[config.mk]
export PLATFORM = sky130hd
export DESIGN_NAME = iomdr_diag_record
export DESIGN_NICKNAME = d
export VERILOG_FILES = /design/src/verilog/iomdr_pkg.sv /design/src/verilog/iomdr_diag_record.sv /design/src/verilog/iomdr_us_timer.sv
export SDC_FILE = /design/constraint.sdc
export NUM_CORES = 1
export LEC_CHECK = 0
export ABC_AREA = 0
export BUFFER_PORTS_ARGS = -buffer_cell sky130_fd_sc_hd__buf_4
export CELL_PAD_IN_SITES_DETAIL_PLACEMENT = 1
export CELL_PAD_IN_SITES_GLOBAL_PLACEMENT = 2
export CORE_UTILIZATION = 37
export DETAILED_ROUTE_END_ITERATION = 8
export GPL_ROUTABILITY_DRIVEN = 0
export PLACE_DENSITY = 0.82
export SYNTH_ARGS = -nofsm -noshare
export SYNTH_HDL_FRONTEND = slang
export SYNTH_SLANG_ARGS = --single-unit
[constraint.sdc]
create_clock -name core_clk -period 2.75 [get_ports core_clk]
set_clock_uncertainty 0.2 [all_clocks]
set_input_delay 0.1375 -clock core_clk [delete_from_list [all_inputs] [get_ports core_clk]]
set_output_delay 0.1375 -clock core_clk [all_outputs]
set_load 0.01 [all_outputs]
[src/verilog/iomdr_pkg.sv]
package iomdr_pkg;

  // Clock and timer
  localparam int CLK_PERIOD_NS = 40;
  localparam int TICK_PERIOD_NS = 1000;
  localparam int TICK_CYCLES = TICK_PERIOD_NS / CLK_PERIOD_NS;
  localparam int STAMP_WIDTH = 32;

  // Record sets and lengths
  localparam logic [7:0] SET_HEADER = 8'h00;
  localparam logic [7:0] SET_FULL = 8'h01;
  localparam logic [4:0] HEADER_LEN = 5'h04;
  localparam logic [4:0] RECORD_LEN = 5'h14;

  // Byte positions within the record
  localparam logic [4:0] OFS_MODULE_FAULT = 5'h00;
  localparam logic [4:0] OFS_CLASS_INFO = 5'h01;
  localparam logic [4:0] OFS_SPARE_FAULT = 5'h02;
  localparam logic [4:0] OFS_INTERNAL_FAULT = 5'h03;
  localparam logic [4:0] OFS_CHANNEL_KIND = 5'h04;
  localparam logic [4:0] OFS_DIAG_BITS = 5'h05;
  localparam logic [4:0] OFS_CHANNEL_COUNT = 5'h06;
  localparam logic [4:0] OFS_GROUP_SUMMARY = 5'h07;
  localparam logic [4:0] OFS_CHANNEL_FAULT = 5'h08;
  localparam logic [4:0] OFS_UNUSED_FAULT = 5'h0C;
  localparam logic [4:0] OFS_TIMESTAMP = 5'h10;

  // Module fault byte fields
  localparam int MF_FAILURE_BIT = 0;
  localparam int MF_INTERNAL_BIT = 1;
  localparam int MF_EXTERNAL_BIT = 2;
  localparam int MF_CHANNEL_BIT = 3;
  localparam int MF_AUX_SUPPLY_BIT = 4;
  localparam int MF_PARAM_BIT = 7;

  // Internal fault byte fields
  localparam int IF_BUF_OVERFLOW_BIT = 3;
  localparam int IF_COMM_BIT = 4;

  // Per-channel byte fields
  localparam int CF_PARAM_BIT = 0;
  localparam int CF_UNDERFLOW_BIT = 6;
  localparam int CF_OVERFLOW_BIT = 7;

  // Class information
  localparam logic [3:0] CLASS_ANALOG = 4'h5;
  localparam int CLASS_CHAN_INFO_BIT = 4;

  // Channel kind codes
  localparam logic [6:0] KIND_DIGITAL_IN = 7'h70;
  localparam logic [6:0] KIND_ANALOG_IN = 7'h71;
  localparam logic [6:0] KIND_DIGITAL_OUT = 7'h72;
  localparam logic [6:0] KIND_ANALOG_OUT = 7'h73;
  localparam logic [6:0] KIND_ANALOG_INOUT = 7'h74;
  localparam logic [6:0] KIND_COUNTER = 7'h76;

  // Constant descriptor bytes
  localparam logic [7:0] DIAG_BITS_VALUE = 8'h08;
  localparam logic [7:0] CHANNEL_COUNT_VALUE = 8'h04;
  localparam logic [7:0] BYTE_RESET = 8'h00;

  // Module-level fault conditions
  typedef struct packed {
    logic failure;
    logic internal;
    logic external;
    logic auxSupplyMissing;
    logic paramError;
    logic bufOverflow;
    logic commError;
  } iomdr_module_fault_type;

  // Per-channel fault conditions
  typedef struct packed {
    logic paramError;
    logic underflow;
    logic overflow;
  } iomdr_chan_fault_type;

  // Record read request
  typedef struct packed {
    logic [7:0] recordSet;
    logic [4:0] byteIndex;
  } iomdr_read_req_type;

endpackage

[src/verilog/iomdr_diag_record.sv]
`timescale 1ns/1ps
module iomdr_diag_record
  import iomdr_pkg::*;
#(
  parameter int NUM_CH = 4,
  parameter int TICKS = TICK_CYCLES
)(
  input wire logic core_clk, // Module clock
  input wire logic srst, // Synchronous reset, active high
  input wire iomdr_module_fault_type moduleFault, // Module fault levels
  input wire iomdr_chan_fault_type [NUM_CH-1:0] chanFault, // Channel fault levels
  input wire logic readReq, // Read strobe, one cycle
  input wire iomdr_read_req_type readAddr, // Record set and byte index
  output logic readValid, // Answer strobe, one cycle
  output logic readRefused, // Answer is a refusal
  output logic [7:0] readData, // Record byte
  output logic [NUM_CH-1:0] chanErrorLed, // Channel error indicators
  output logic moduleErrorLed // Module error indicator
);

  logic [STAMP_WIDTH-1:0] usCount;
  logic [7:0] moduleFaultReg;
  logic [7:0] moduleFaultNext;
  logic [7:0] internalFaultReg;
  logic [7:0] internalFaultNext;
  logic [7:0] summaryReg;
  logic [7:0] summaryNext;
  logic [7:0] chanByteReg [NUM_CH];
  logic [7:0] chanByteNext [NUM_CH];
  logic [NUM_CH-1:0] chanAny;
  logic [STAMP_WIDTH-1:0] stampReg;
  logic [STAMP_WIDTH-1:0] stampNext;
  logic newEvent;
  logic [NUM_CH-1:0] chanNew;
  logic [NUM_CH-1:0] ledReg;
  logic [NUM_CH-1:0] ledNext;
  logic moduleLedReg;
  logic moduleLedNext;
  logic validReg;
  logic validNext;
  logic refusedReg;
  logic refusedNext;
  logic [7:0] dataReg;
  logic [7:0] dataNext;
  logic [7:0] classInfo;
  logic [7:0] kindByte;

  ////////////////////////////////////////////////////////////////////////////
  // Microsecond timebase
  // Reset stands in for power-on: the count restarts from zero with it

  iomdr_us_timer #(
    .TICKS(TICKS)
  ) usTimer (
    .core_clk(core_clk),
    .srst(srst),
    .usCount(usCount)
  );

  ////////////////////////////////////////////////////////////////////////////
  // Per-channel fault bytes; bytes track live fault levels

  genvar ch;
  generate
    for (ch = 0; ch < NUM_CH; ch++)
    begin : gChan
      // Byte built from live fault levels; reserved bits stay zero,
      // so a dropped input clears its bit on the next edge
      always_comb
      begin
        chanByteNext[ch] = BYTE_RESET;
        chanByteNext[ch][CF_PARAM_BIT] = chanFault[ch].paramError;
        chanByteNext[ch][CF_UNDERFLOW_BIT] = chanFault[ch].underflow;
        chanByteNext[ch][CF_OVERFLOW_BIT] = chanFault[ch].overflow;
      end

      // One byte register per channel, cleared by reset
      always_ff @(posedge core_clk)
      begin
        if (srst)
        begin
          chanByteReg[ch] <= BYTE_RESET;
        end
        else
        begin
          chanByteReg[ch] <= chanByteNext[ch];
        end
      end

      // Summary is derived from the next channel byte so both update together
      assign chanAny[ch] = |chanByteNext[ch];
      assign chanNew[ch] = |(chanByteNext[ch] & ~chanByteReg[ch]);
    end
  endgenerate

  ////////////////////////////////////////////////////////////////////////////
  // Module-level fault bytes and channel group summary
  // The channel flag and the summary come from the same next values, so a
  // read never finds one of them set without the other

  always_comb
  begin
    moduleFaultNext = BYTE_RESET;
    moduleFaultNext[MF_FAILURE_BIT] = moduleFault.failure;
    moduleFaultNext[MF_INTERNAL_BIT] = moduleFault.internal;
    moduleFaultNext[MF_EXTERNAL_BIT] = moduleFault.external;
    moduleFaultNext[MF_CHANNEL_BIT] = |chanAny;
    moduleFaultNext[MF_AUX_SUPPLY_BIT] = moduleFault.auxSupplyMissing;
    moduleFaultNext[MF_PARAM_BIT] = moduleFault.paramError;
    internalFaultNext = BYTE_RESET;
    internalFaultNext[IF_BUF_OVERFLOW_BIT] = moduleFault.bufOverflow;
    internalFaultNext[IF_COMM_BIT] = moduleFault.commError;
    summaryNext = BYTE_RESET;
    summaryNext[NUM_CH-1:0] = chanAny;
  end

  // Fault byte registers
  always_ff @(posedge core_clk)
  begin
    if (srst)
    begin
      moduleFaultReg <= BYTE_RESET;
      internalFaultReg <= BYTE_RESET;
      summaryReg <= BYTE_RESET;
    end
    else
    begin
      moduleFaultReg <= moduleFaultNext;
      internalFaultReg <= internalFaultNext;
      summaryReg <= summaryNext;
    end
  end

  ////////////////////////////////////////////////////////////////////////////
  // Timestamp: a diagnostic event is any fault bit newly set this cycle.
  // Clearing faults does not restamp, so the field keeps the last onset.
  // A fault that drops and comes back counts as a new onset and restamps.

  assign newEvent = (|(moduleFaultNext & ~moduleFaultReg))
    | (|(internalFaultNext & ~internalFaultReg))
    | (|chanNew);

  // The count taken is the one standing on the edge that registers the fault
  always_comb
  begin
    stampNext = stampReg;
    if (newEvent)
    begin
      stampNext = usCount;
    end
  end

  // Stamp register, cleared along with the timer
  always_ff @(posedge core_clk)
  begin
    if (srst)
    begin
      stampReg <= '0;
    end
    else
    begin
      stampReg <= stampNext;
    end
  end

  ////////////////////////////////////////////////////////////////////////////
  // Indicators follow the recorded faults; no interrupt is raised at all

  always_comb
  begin
    ledNext = chanAny;
    moduleLedNext = |moduleFaultNext | (|internalFaultNext);
  end

  // Registered so indicators change on the same edge as the record bytes
  always_ff @(posedge core_clk)
  begin
    if (srst)
    begin
      ledReg <= '0;
      moduleLedReg <= 1'b0;
    end
    else
    begin
      ledReg <= ledNext;
      moduleLedReg <= moduleLedNext;
    end
  end

  assign chanErrorLed = ledReg;
  assign moduleErrorLed = moduleLedReg;

  ////////////////////////////////////////////////////////////////////////////
  // Constant descriptor bytes

  // The record always carries per-channel bytes, so the flag stays set
  assign classInfo = {3'b000, 1'b1, CLASS_ANALOG};
  assign kindByte = {1'b0, KIND_ANALOG_IN};

  ////////////////////////////////////////////////////////////////////////////
  // Record read port. Set 00h is cut to the header, set 01h gives the whole record; other sets are refused.

  // Byte decode; spare and reserved places read as zero.
  // Limitation: timestamp bytes are read one at a time with no snapshot,
  // so a reader wanting a coherent value reads all four back to back.
  function automatic logic [7:0] recordByte(input logic [4:0] idx);
    logic [7:0] b;
    logic [4:0] rel;
    b = BYTE_RESET;
    rel = 5'h00;
    if (idx == OFS_MODULE_FAULT)
    begin
      b = moduleFaultReg;
    end
    else if (idx == OFS_CLASS_INFO)
    begin
      b = classInfo;
    end
    else if (idx == OFS_SPARE_FAULT)
    begin
      b = BYTE_RESET;
    end
    else if (idx == OFS_INTERNAL_FAULT)
    begin
      b = internalFaultReg;
    end
    else if (idx == OFS_CHANNEL_KIND)
    begin
      b = kindByte;
    end
    else if (idx == OFS_DIAG_BITS)
    begin
      b = DIAG_BITS_VALUE;
    end
    else if (idx == OFS_CHANNEL_COUNT)
    begin
      b = CHANNEL_COUNT_VALUE;
    end
    else if (idx == OFS_GROUP_SUMMARY)
    begin
      b = summaryReg;
    end
    else if (idx >= OFS_CHANNEL_FAULT && idx < OFS_UNUSED_FAULT)
    begin
      rel = idx - OFS_CHANNEL_FAULT;
      if (rel < 5'(NUM_CH))
      begin
        b = chanByteReg[rel[1:0]];
      end
    end
    else if (idx >= OFS_TIMESTAMP)
    begin
      // Least significant byte first
      rel = idx - OFS_TIMESTAMP;
      b = stampReg[rel[1:0]*8 +: 8];
    end
    return b;
  endfunction

  // Every request is answered on the next edge; a refusal carries zero data
  always_comb
  begin
    validNext = readReq;
    refusedNext = 1'b0;
    dataNext = BYTE_RESET;
    if (readReq)
    begin
      if (readAddr.recordSet == SET_HEADER && readAddr.byteIndex < HEADER_LEN)
      begin
        dataNext = recordByte(readAddr.byteIndex);
      end
      else if (readAddr.recordSet == SET_FULL && readAddr.byteIndex < RECORD_LEN)
      begin
        dataNext = recordByte(readAddr.byteIndex);
      end
      else
      begin
        refusedNext = 1'b1;
      end
    end
  end

  // Answer registers
  always_ff @(posedge core_clk)
  begin
    if (srst)
    begin
      validReg <= 1'b0;
      refusedReg <= 1'b0;
      dataReg <= BYTE_RESET;
    end
    else
    begin
      validReg <= validNext;
      refusedReg <= refusedNext;
      dataReg <= dataNext;
    end
  end

  assign readValid = validReg;
  assign readRefused = refusedReg;
  assign readData = dataReg;

endmodule

[src/verilog/iomdr_us_timer.sv]
`timescale 1ns/1ps
module iomdr_us_timer
  import iomdr_pkg::*;
#(
  parameter int TICKS = TICK_CYCLES
)(
  input wire logic core_clk, // Module clock
  input wire logic srst, // Synchronous reset, active high
  output logic [STAMP_WIDTH-1:0] usCount // Free running microsecond count
);

  logic [7:0] divReg;
  logic [7:0] divNext;
  logic [STAMP_WIDTH-1:0] countReg;
  logic [STAMP_WIDTH-1:0] countNext;

  ////////////////////////////////////////////////////////////////////////////
  // Divider gives one tick per microsecond; count wraps by natural overflow
  always_comb
  begin
    divNext = divReg + 8'h01;
    countNext = countReg;
    if (divReg == 8'(TICKS - 1))
    begin
      divNext = 8'h00;
      countNext = countReg + 32'h00000001;
    end
  end

  always_ff @(posedge core_clk)
  begin
    if (srst)
    begin
      divReg <= 8'h00;
      countReg <= '0;
    end
    else
    begin
      divReg <= divNext;
      countReg <= countNext;
    end
  end

  assign usCount = countReg;

endmodule

## Word-level counts from Yosys, hierarchy flattened

Memory sizes are Yosys's and may differ from the RTL's.
Cells that the tools add are included.

| word-level totals | value |
|---|---|
| flip-flop bits (word level) | 107 |
| latch bits | 0 |
| memory bits (writable) | 12 |
| bits in read-only memories | 0 |
| bits of input ports | 35 |
| output and inout port bits | 15 |
| word-level logic and storage cells | 93 |
| memories | 1 |

| operators by class | value |
|---|---|
| $add $sub $neg | 4 |
| $mul | 0 |
| div/mod/pow operators | 0 |
| order comparisons | 6 |
| equality and inequality tests | 9 |
| shift-type cells | 1 |
| multiplexer cells | 21 |
| bitwise gates (word level) | 20 |
| reductions and logical operators | 18 |

Memories:

| name | depth | bits a word | rd ports | clocked after memory_dff | wr ports | RTL line | RTL |
|---|---|---|---|---|---|---|---|
| chanByteReg | 4 | 3 | 5 | 0 | 4 | iomdr_diag_record.sv:28 | `logic [7:0] chanByteReg [NUM_CH];` |

Operators with widths:

| operator | count |
|---|---|
| 2-to-1 mux 8 bit | 13 |
| inverter 8 bit | 6 |
| AND 8 bit | 5 |
| adder 32 x 1 -> 32 bit, second input constant | 1 |
| OR reduction 32 bit | 1 |
| variable part select 32 x 6 -> 8 bit | 1 |
| equality test 5 x 3 -> 1 bit, second input constant | 4 |
| OR reduction 17 bit | 1 |
| OR reduction 8 bit | 2 |
| OR reduction 3 bit | 5 |
| 2-to-1 mux 3 bit | 4 |
| OR reduction 12 bit | 1 |
| equality test 5 x 2 -> 1 bit, second input constant | 2 |
| < comparator 5 x 3 -> 1 bit, second input constant | 2 |
| adder 8 x 1 -> 8 bit, second input constant | 1 |
| AND 5 x 8 -> 8 bit | 1 |
| equality test 8 x 1 -> 1 bit, second input constant | 1 |
| equality test 8 x 5 -> 1 bit, second input constant | 1 |
| logical NOT 8 bit | 1 |
| OR 1 bit | 7 |
| OR reduction 2 bit | 3 |
| equality test 5 x 1 -> 1 bit, second input constant | 1 |
| >= comparator 5 x 4 -> 1 bit, second input constant | 1 |
| >= comparator 5 bit, second input constant | 1 |
| 8 further kinds | 13 |

## Logic depth before layout (Yosys ltp)

| logic depth | value |
|---|---|
| depth after elaboration | 14 |
| depth in mapped cells | 8 |
| gate-level depth less buffers | 7 |

## Modules after synthesis

From an unflattened synthesis, not the netlist that was laid out.

| second synthesis, totals | value |
|---|---|
| cell total of the unflattened synthesis | 539 |
| area, all modules | 5195.0 um^2 |

Modules (own cells, without submodules):

| module | instances | cells an instance | area each (um^2) | sequential area each (um^2) |
|---|---|---|---|---|
| iomdr_diag_record | 1 | 310 | 3259.4 | 1341.3 |
| iomdr_us_timer | 1 | 229 | 1935.6 | 800.8 |

## Worst setup path before layout

No wires, ideal clock.

| timing | value |
|---|---|
| path kind | flip-flop to flip-flop |
| start point | register usTimer.divReg[0] |
| end point | register usTimer.countReg[31] (netlist: usTimer.usCount[31]) |
| setup time | 0.116 ns |
| arrival time | 2.031 ns |
| data required time | 2.434 ns |
| path slack | 0.402 ns |
| stages on the path, launching flop included | 9 |
| path buffers | 1 |
| clock period less this slack | 2.348 ns |
| path through | dfxtp_1 -> inv_1 -> ha_1 -> or4b_4 -> or2_1 -> buf_2 -> nor4_1 -> a31oi_1 -> a41o_1 |

| on the way | value |
|---|---|
| cells in the longest elaborated chain, start to end | 1 |

Ends and longest elaborated chain:

| item | RTL line | RTL |
|---|---|---|
| from (decl) | iomdr_us_timer.sv:12 | `logic [7:0] divReg;` |
| from (signal assigned) | iomdr_us_timer.sv:39 | `divReg <= divNext;` |
| equality test 8 x 5 -> 1 bit | iomdr_us_timer.sv:23 | `if (divReg == 8'(TICKS - 1))` |
| to (signal assigned) | iomdr_us_timer.sv:40 | `countReg <= countNext;` |
| to (decl) | iomdr_us_timer.sv:14 | `logic [STAMP_WIDTH-1:0] countReg;` |

Every way passes these cells.
A chain may end at the register's enable or synchronous reset.

## Worst setup path after layout

| timing | value |
|---|---|
| start point | input readAddr[7] (netlist bit) |
| end point | register dataReg[6] (netlist: readData[6]) |

| on the way | value |
|---|---|
| cells in the longest elaborated chain, start to end | 4 |
| elaborated cells between the ends (all ways) | 6 |
| those cells by class | eq/ne: 1; mux: 2; reduce/logical: 3 |

Ends and longest elaborated chain:

| item | RTL line | RTL |
|---|---|---|
| from (decl) | iomdr_diag_record.sv:13 | `input wire iomdr_read_req_type readAddr,` |
| equality test 8 x 1 -> 1 bit | iomdr_diag_record.sv:272 | `else if (readAddr.recordSet == SET_FULL && readAddr.byteIndex < RECORD_LEN)` |
| logical AND 1 bit | iomdr_diag_record.sv:272 |  |
| 2-to-1 mux 8 bit | iomdr_diag_record.sv:272 |  |
| 2-to-1 mux 8 bit (*) | iomdr_diag_record.sv:268 | `if (readAddr.recordSet == SET_HEADER && readAddr.byteIndex < HEADER_LEN)` |
| to (signal assigned) | iomdr_diag_record.sv:296 | `dataReg <= dataNext;` |
| to (decl) | iomdr_diag_record.sv:43 | `logic [7:0] dataReg;` |

Every way passes the cells marked *; elsewhere a longest branch is shown, timed or not.

==> flow_summary.toml <==
[status]
status = "complete, no violations"

[cts]
cts_root_buffer = "clkbuf_16"
clock_sinks = 107
cts_tree = "done"
clk_pin_slew_ns = 0.07
htree_num_levels = 3
clk_latency_ns = 0.35
cts_buffers = 9
cts_buffer_depth = 2

[worst_setup_path]
critPathLaunchType = "input pin"
crit_slowest_cell = "dlygate4sd3_1"
r2r_setup_slack_ns = 0.20
worstPathArrival_ns = 2.65
r2r_end = "usTimer.usCount[31]"
cp.required_ns = 2.84
critPathTopFamily = "buffers and inverters"
slowest_delay_ns = 0.61
endpoint_kind = "flip-flop"
worstSetupPathType = "in -> reg"
path_common_cell = "dlygate4sd3_1"
worstPathCellList = "dlygate4sd3_1 -> buf_4 -> nor4_2 -> nand3_1 -> dlygate4sd3_1 -> nor2_1 -> dlygate4sd3_1"
crit_buf_inv = 4
reg2reg_depth = 7
crit-reg2reg-launch = "usTimer.divReg[0]"
crit_fanout = 3

[logic_synthesis]
syn_avg_cell_area_um2 = 9.221
ys_seq_elements = 107
ys_types = 46
ys_seq_area_frac = 0.4408
synthesis.nets = 565
syn_area_um2 = 4860
ys_warn_count = 0
synthCells = 527

[floorplan]
ioPinCount = 50
rows = 41
core-area_um2 = 12720
fp.dieW_um = 116.6
dieArea_um2 = 13600
die_h_um = 116.6
initial_utilization = 0.3820

[layout]
ff_latch_area_um2 = 2142
nFillCells = 1512
final_common_cell = "dfxtp_1"
antenna_cells = 0
area_growth_pct = 22.91
fin_nets = 635
drive_gt1_frac = 0.1547
post-route-util = 0.4695
final_cell_mix = "dfxtp_1, nand2b_1, buf_4"
design_area_um2 = 5973
multi_input_area_um2 = 2539

[hold_path]
hp-start = "readAddr[6]"
min_to = "readData[7]"
hold_path_depth = 4
min_path_type = "in -> reg"

[detailed_routing]
drc_errors = 0
drtIter0Drc = 178
antenna_left = 0
routed-via-count = 3947
vias_per_cell = 5.106
routed_wl_mm = 13.22
wl_per_cell_um = 17.10
drt_first_pass_iters = 4

[pwr]
swShare = 0.2271
p_leak_nw = 2.086
p_sw_w = 0.0006848
totalPowerFinal_w = 0.003015
vdd_drop_max_uv = 306.3
intPower_w = 0.002330
seqPwrFrac = 0.527
power_density_nw_per_um2 = 504.7
clockPowerShare = 0.395
combPwrFrac = 0.077

[global_route]
track_usage = 0.2092
grt_pass1_vias = 4131
antenna_found_initial = 0
grt_first_pass_wirelength_mm = 21.24
grt_overflow = 0
grt_max_degree = 115

[sta]
finalSetupViolCount = 0
relSlewSlack = 0.3863
rsz0062_at_grt = "false"
setup_tns_ns = 0
worstMarginPinSlew_ns = 0.9205
slew_violations = 0
fin_crit_ns = 2.560
fmax_mhz = 390.6
timing.final.crit_share = 0.9309
hold_viol = 0

[run]
max_cap_viol_count = 0

[placed_design]
placed_area_um2 = 5418
dpl.hpwl_mm = 8.909
io_buffers = 49
flip-flops by register name (all words and copies together) (netlist names), 2 cells and up:
name,cells
internalFaultReg,2
chanErrorLed,4
moduleFaultReg,6
chanByteReg,12
usTimer.divReg,8
readData,8
stampReg,32
usTimer.usCount,32
layer usage:
layer  part of all wire  wire length (um)  vias to the layer above  global-route usage
met5                  0                 0                        -                   0
met4              0.018               235                        0             0.08186
met3              0.031               414                       14             0.03373
met2               0.49              6425                       70              0.3558
met1               0.46              6146                     1909              0.2654
li1                   -                 -                     1954                   -
cells by family (layout without fill, tap and decap cells):
group                      Yosys count  after routing  synth area share
DFF                                107            107            0.4408
buffers and inverters               51            125           0.04042
adders and majority gates            4              4          0.009785
and+or+nand+nor                    250            250            0.2889
xor gates and xnor gates            22             22           0.03965
AOI/OAI and AO/OA                   49             49           0.06154
muxes                               44             44            0.1190
metrics by stage:
step | hold WS [ns] | std cells | setup slack (ns)
6_report | 0.05018 | 773 | 0.1899
5_1_grt | 0.05285 | 773 | 0.02130
4_1_cts | 0.04783 | 773 | 0.1219
3_5_place_dp | 0.1664 | 730 | 0.1280
3_3_place_gp | 0.1643 | 730 | 0.2762
2_1_floorplan | 0.01681 | 527 | 0.4024
cell usage after synthesis (all sizes together):
master,n,area [um^2]
dfxtp,107,2142
nand2b,66,412.9
nor2,55,214.0
mux2i,33,330.3
inv,25,93.84
nand2,21,78.83
nand3,19,107.6
nor2b,19,118.9
clkbuf,17,63.81
nor3,16,80.08
a21oi,15,75.07
nand4,13,81.33
o21ai,12,60.06
mux4,11,247.7
xnor2,11,96.34
xor2,11,96.34
buf,9,38.79
nor4,9,56.30
or4,8,60.06
a31oi,6,37.54
or2,5,31.28
and4,4,35.03
o22ai,4,25.02
or3,4,25.02
a211oi,3,22.52
and2,3,18.77
ha,3,37.54
a22oi,2,15.01
and3,2,12.51
nand3b,2,15.01
nor4b,2,32.53
or4b,2,23.77
a2111oi,1,8.760
a21bo,1,10.01
a21boi,1,7.510
a222oi,1,10.01
a2bb2oi,1,8.760
a32oi,1,8.760
a41o,1,10.01
maj3,1,10.01
power by group through the flow:
stage / clock network (W) / logic, W / registers, W
after floorplan: 0 / 0.000117 / 0.00162
after global placement: 0 / 0.000200 / 0.00162
after detailed placement: 0 / 0.000203 / 0.00163
after CTS: 0.00123 / 0.000231 / 0.00159
after global routing: 0.00130 / 0.000255 / 0.00159
final: 0.00119 / 0.000233 / 0.00159
worst register-to-register path, delay by kind of cell, from the launching register on:
family	cells	cell delay (ns)
AOI/OAI and AO/OA	2	0.35
and+or+nand+nor	3	1.33
buffers and inverters	1	0.08
DFF	1	0.34
adders and majority gates	1	0.14
final cells by class:
type	count	area share
multi-input cells	369	0.4250
flip-flops and latches	107	0.3586
repair buffers	85	0.1207
clock buffers	13	0.04189
well taps	172	0.03603
inverters	25	0.01571
clock inverters	2	0.002095
what timing repair did:
| action | 4_1_cts | 5_1_grt |
|---|---|---|
| endpoints found under the hold margin | 33 | 0 |
| buffers inserted | 0 | 0 |
| hold buffers | 28 | 0 |
| setup endpoints to repair | 0 | 2 |
| resized for setup | 0 | 2 |
worst max-delay path by stage:
stage	slack (ns)	endpoint	startpoint	cells past startpoint
after global placement	0.28	usTimer.usCount[30]	usTimer.divReg[0]	7
after CTS	0.12	usTimer.usCount[30]	usTimer.divReg[0]	7
after detailed placement	0.13	usTimer.usCount[30]	usTimer.divReg[0]	7
after floorplan	0.40	usTimer.usCount[31]	usTimer.divReg[0]	8
final	0.19	readData[6]	readAddr[7]	7
after global routing	0.02	usTimer.usCount[31]	usTimer.divReg[0]	7
Power figures use the tool's default switching activity.
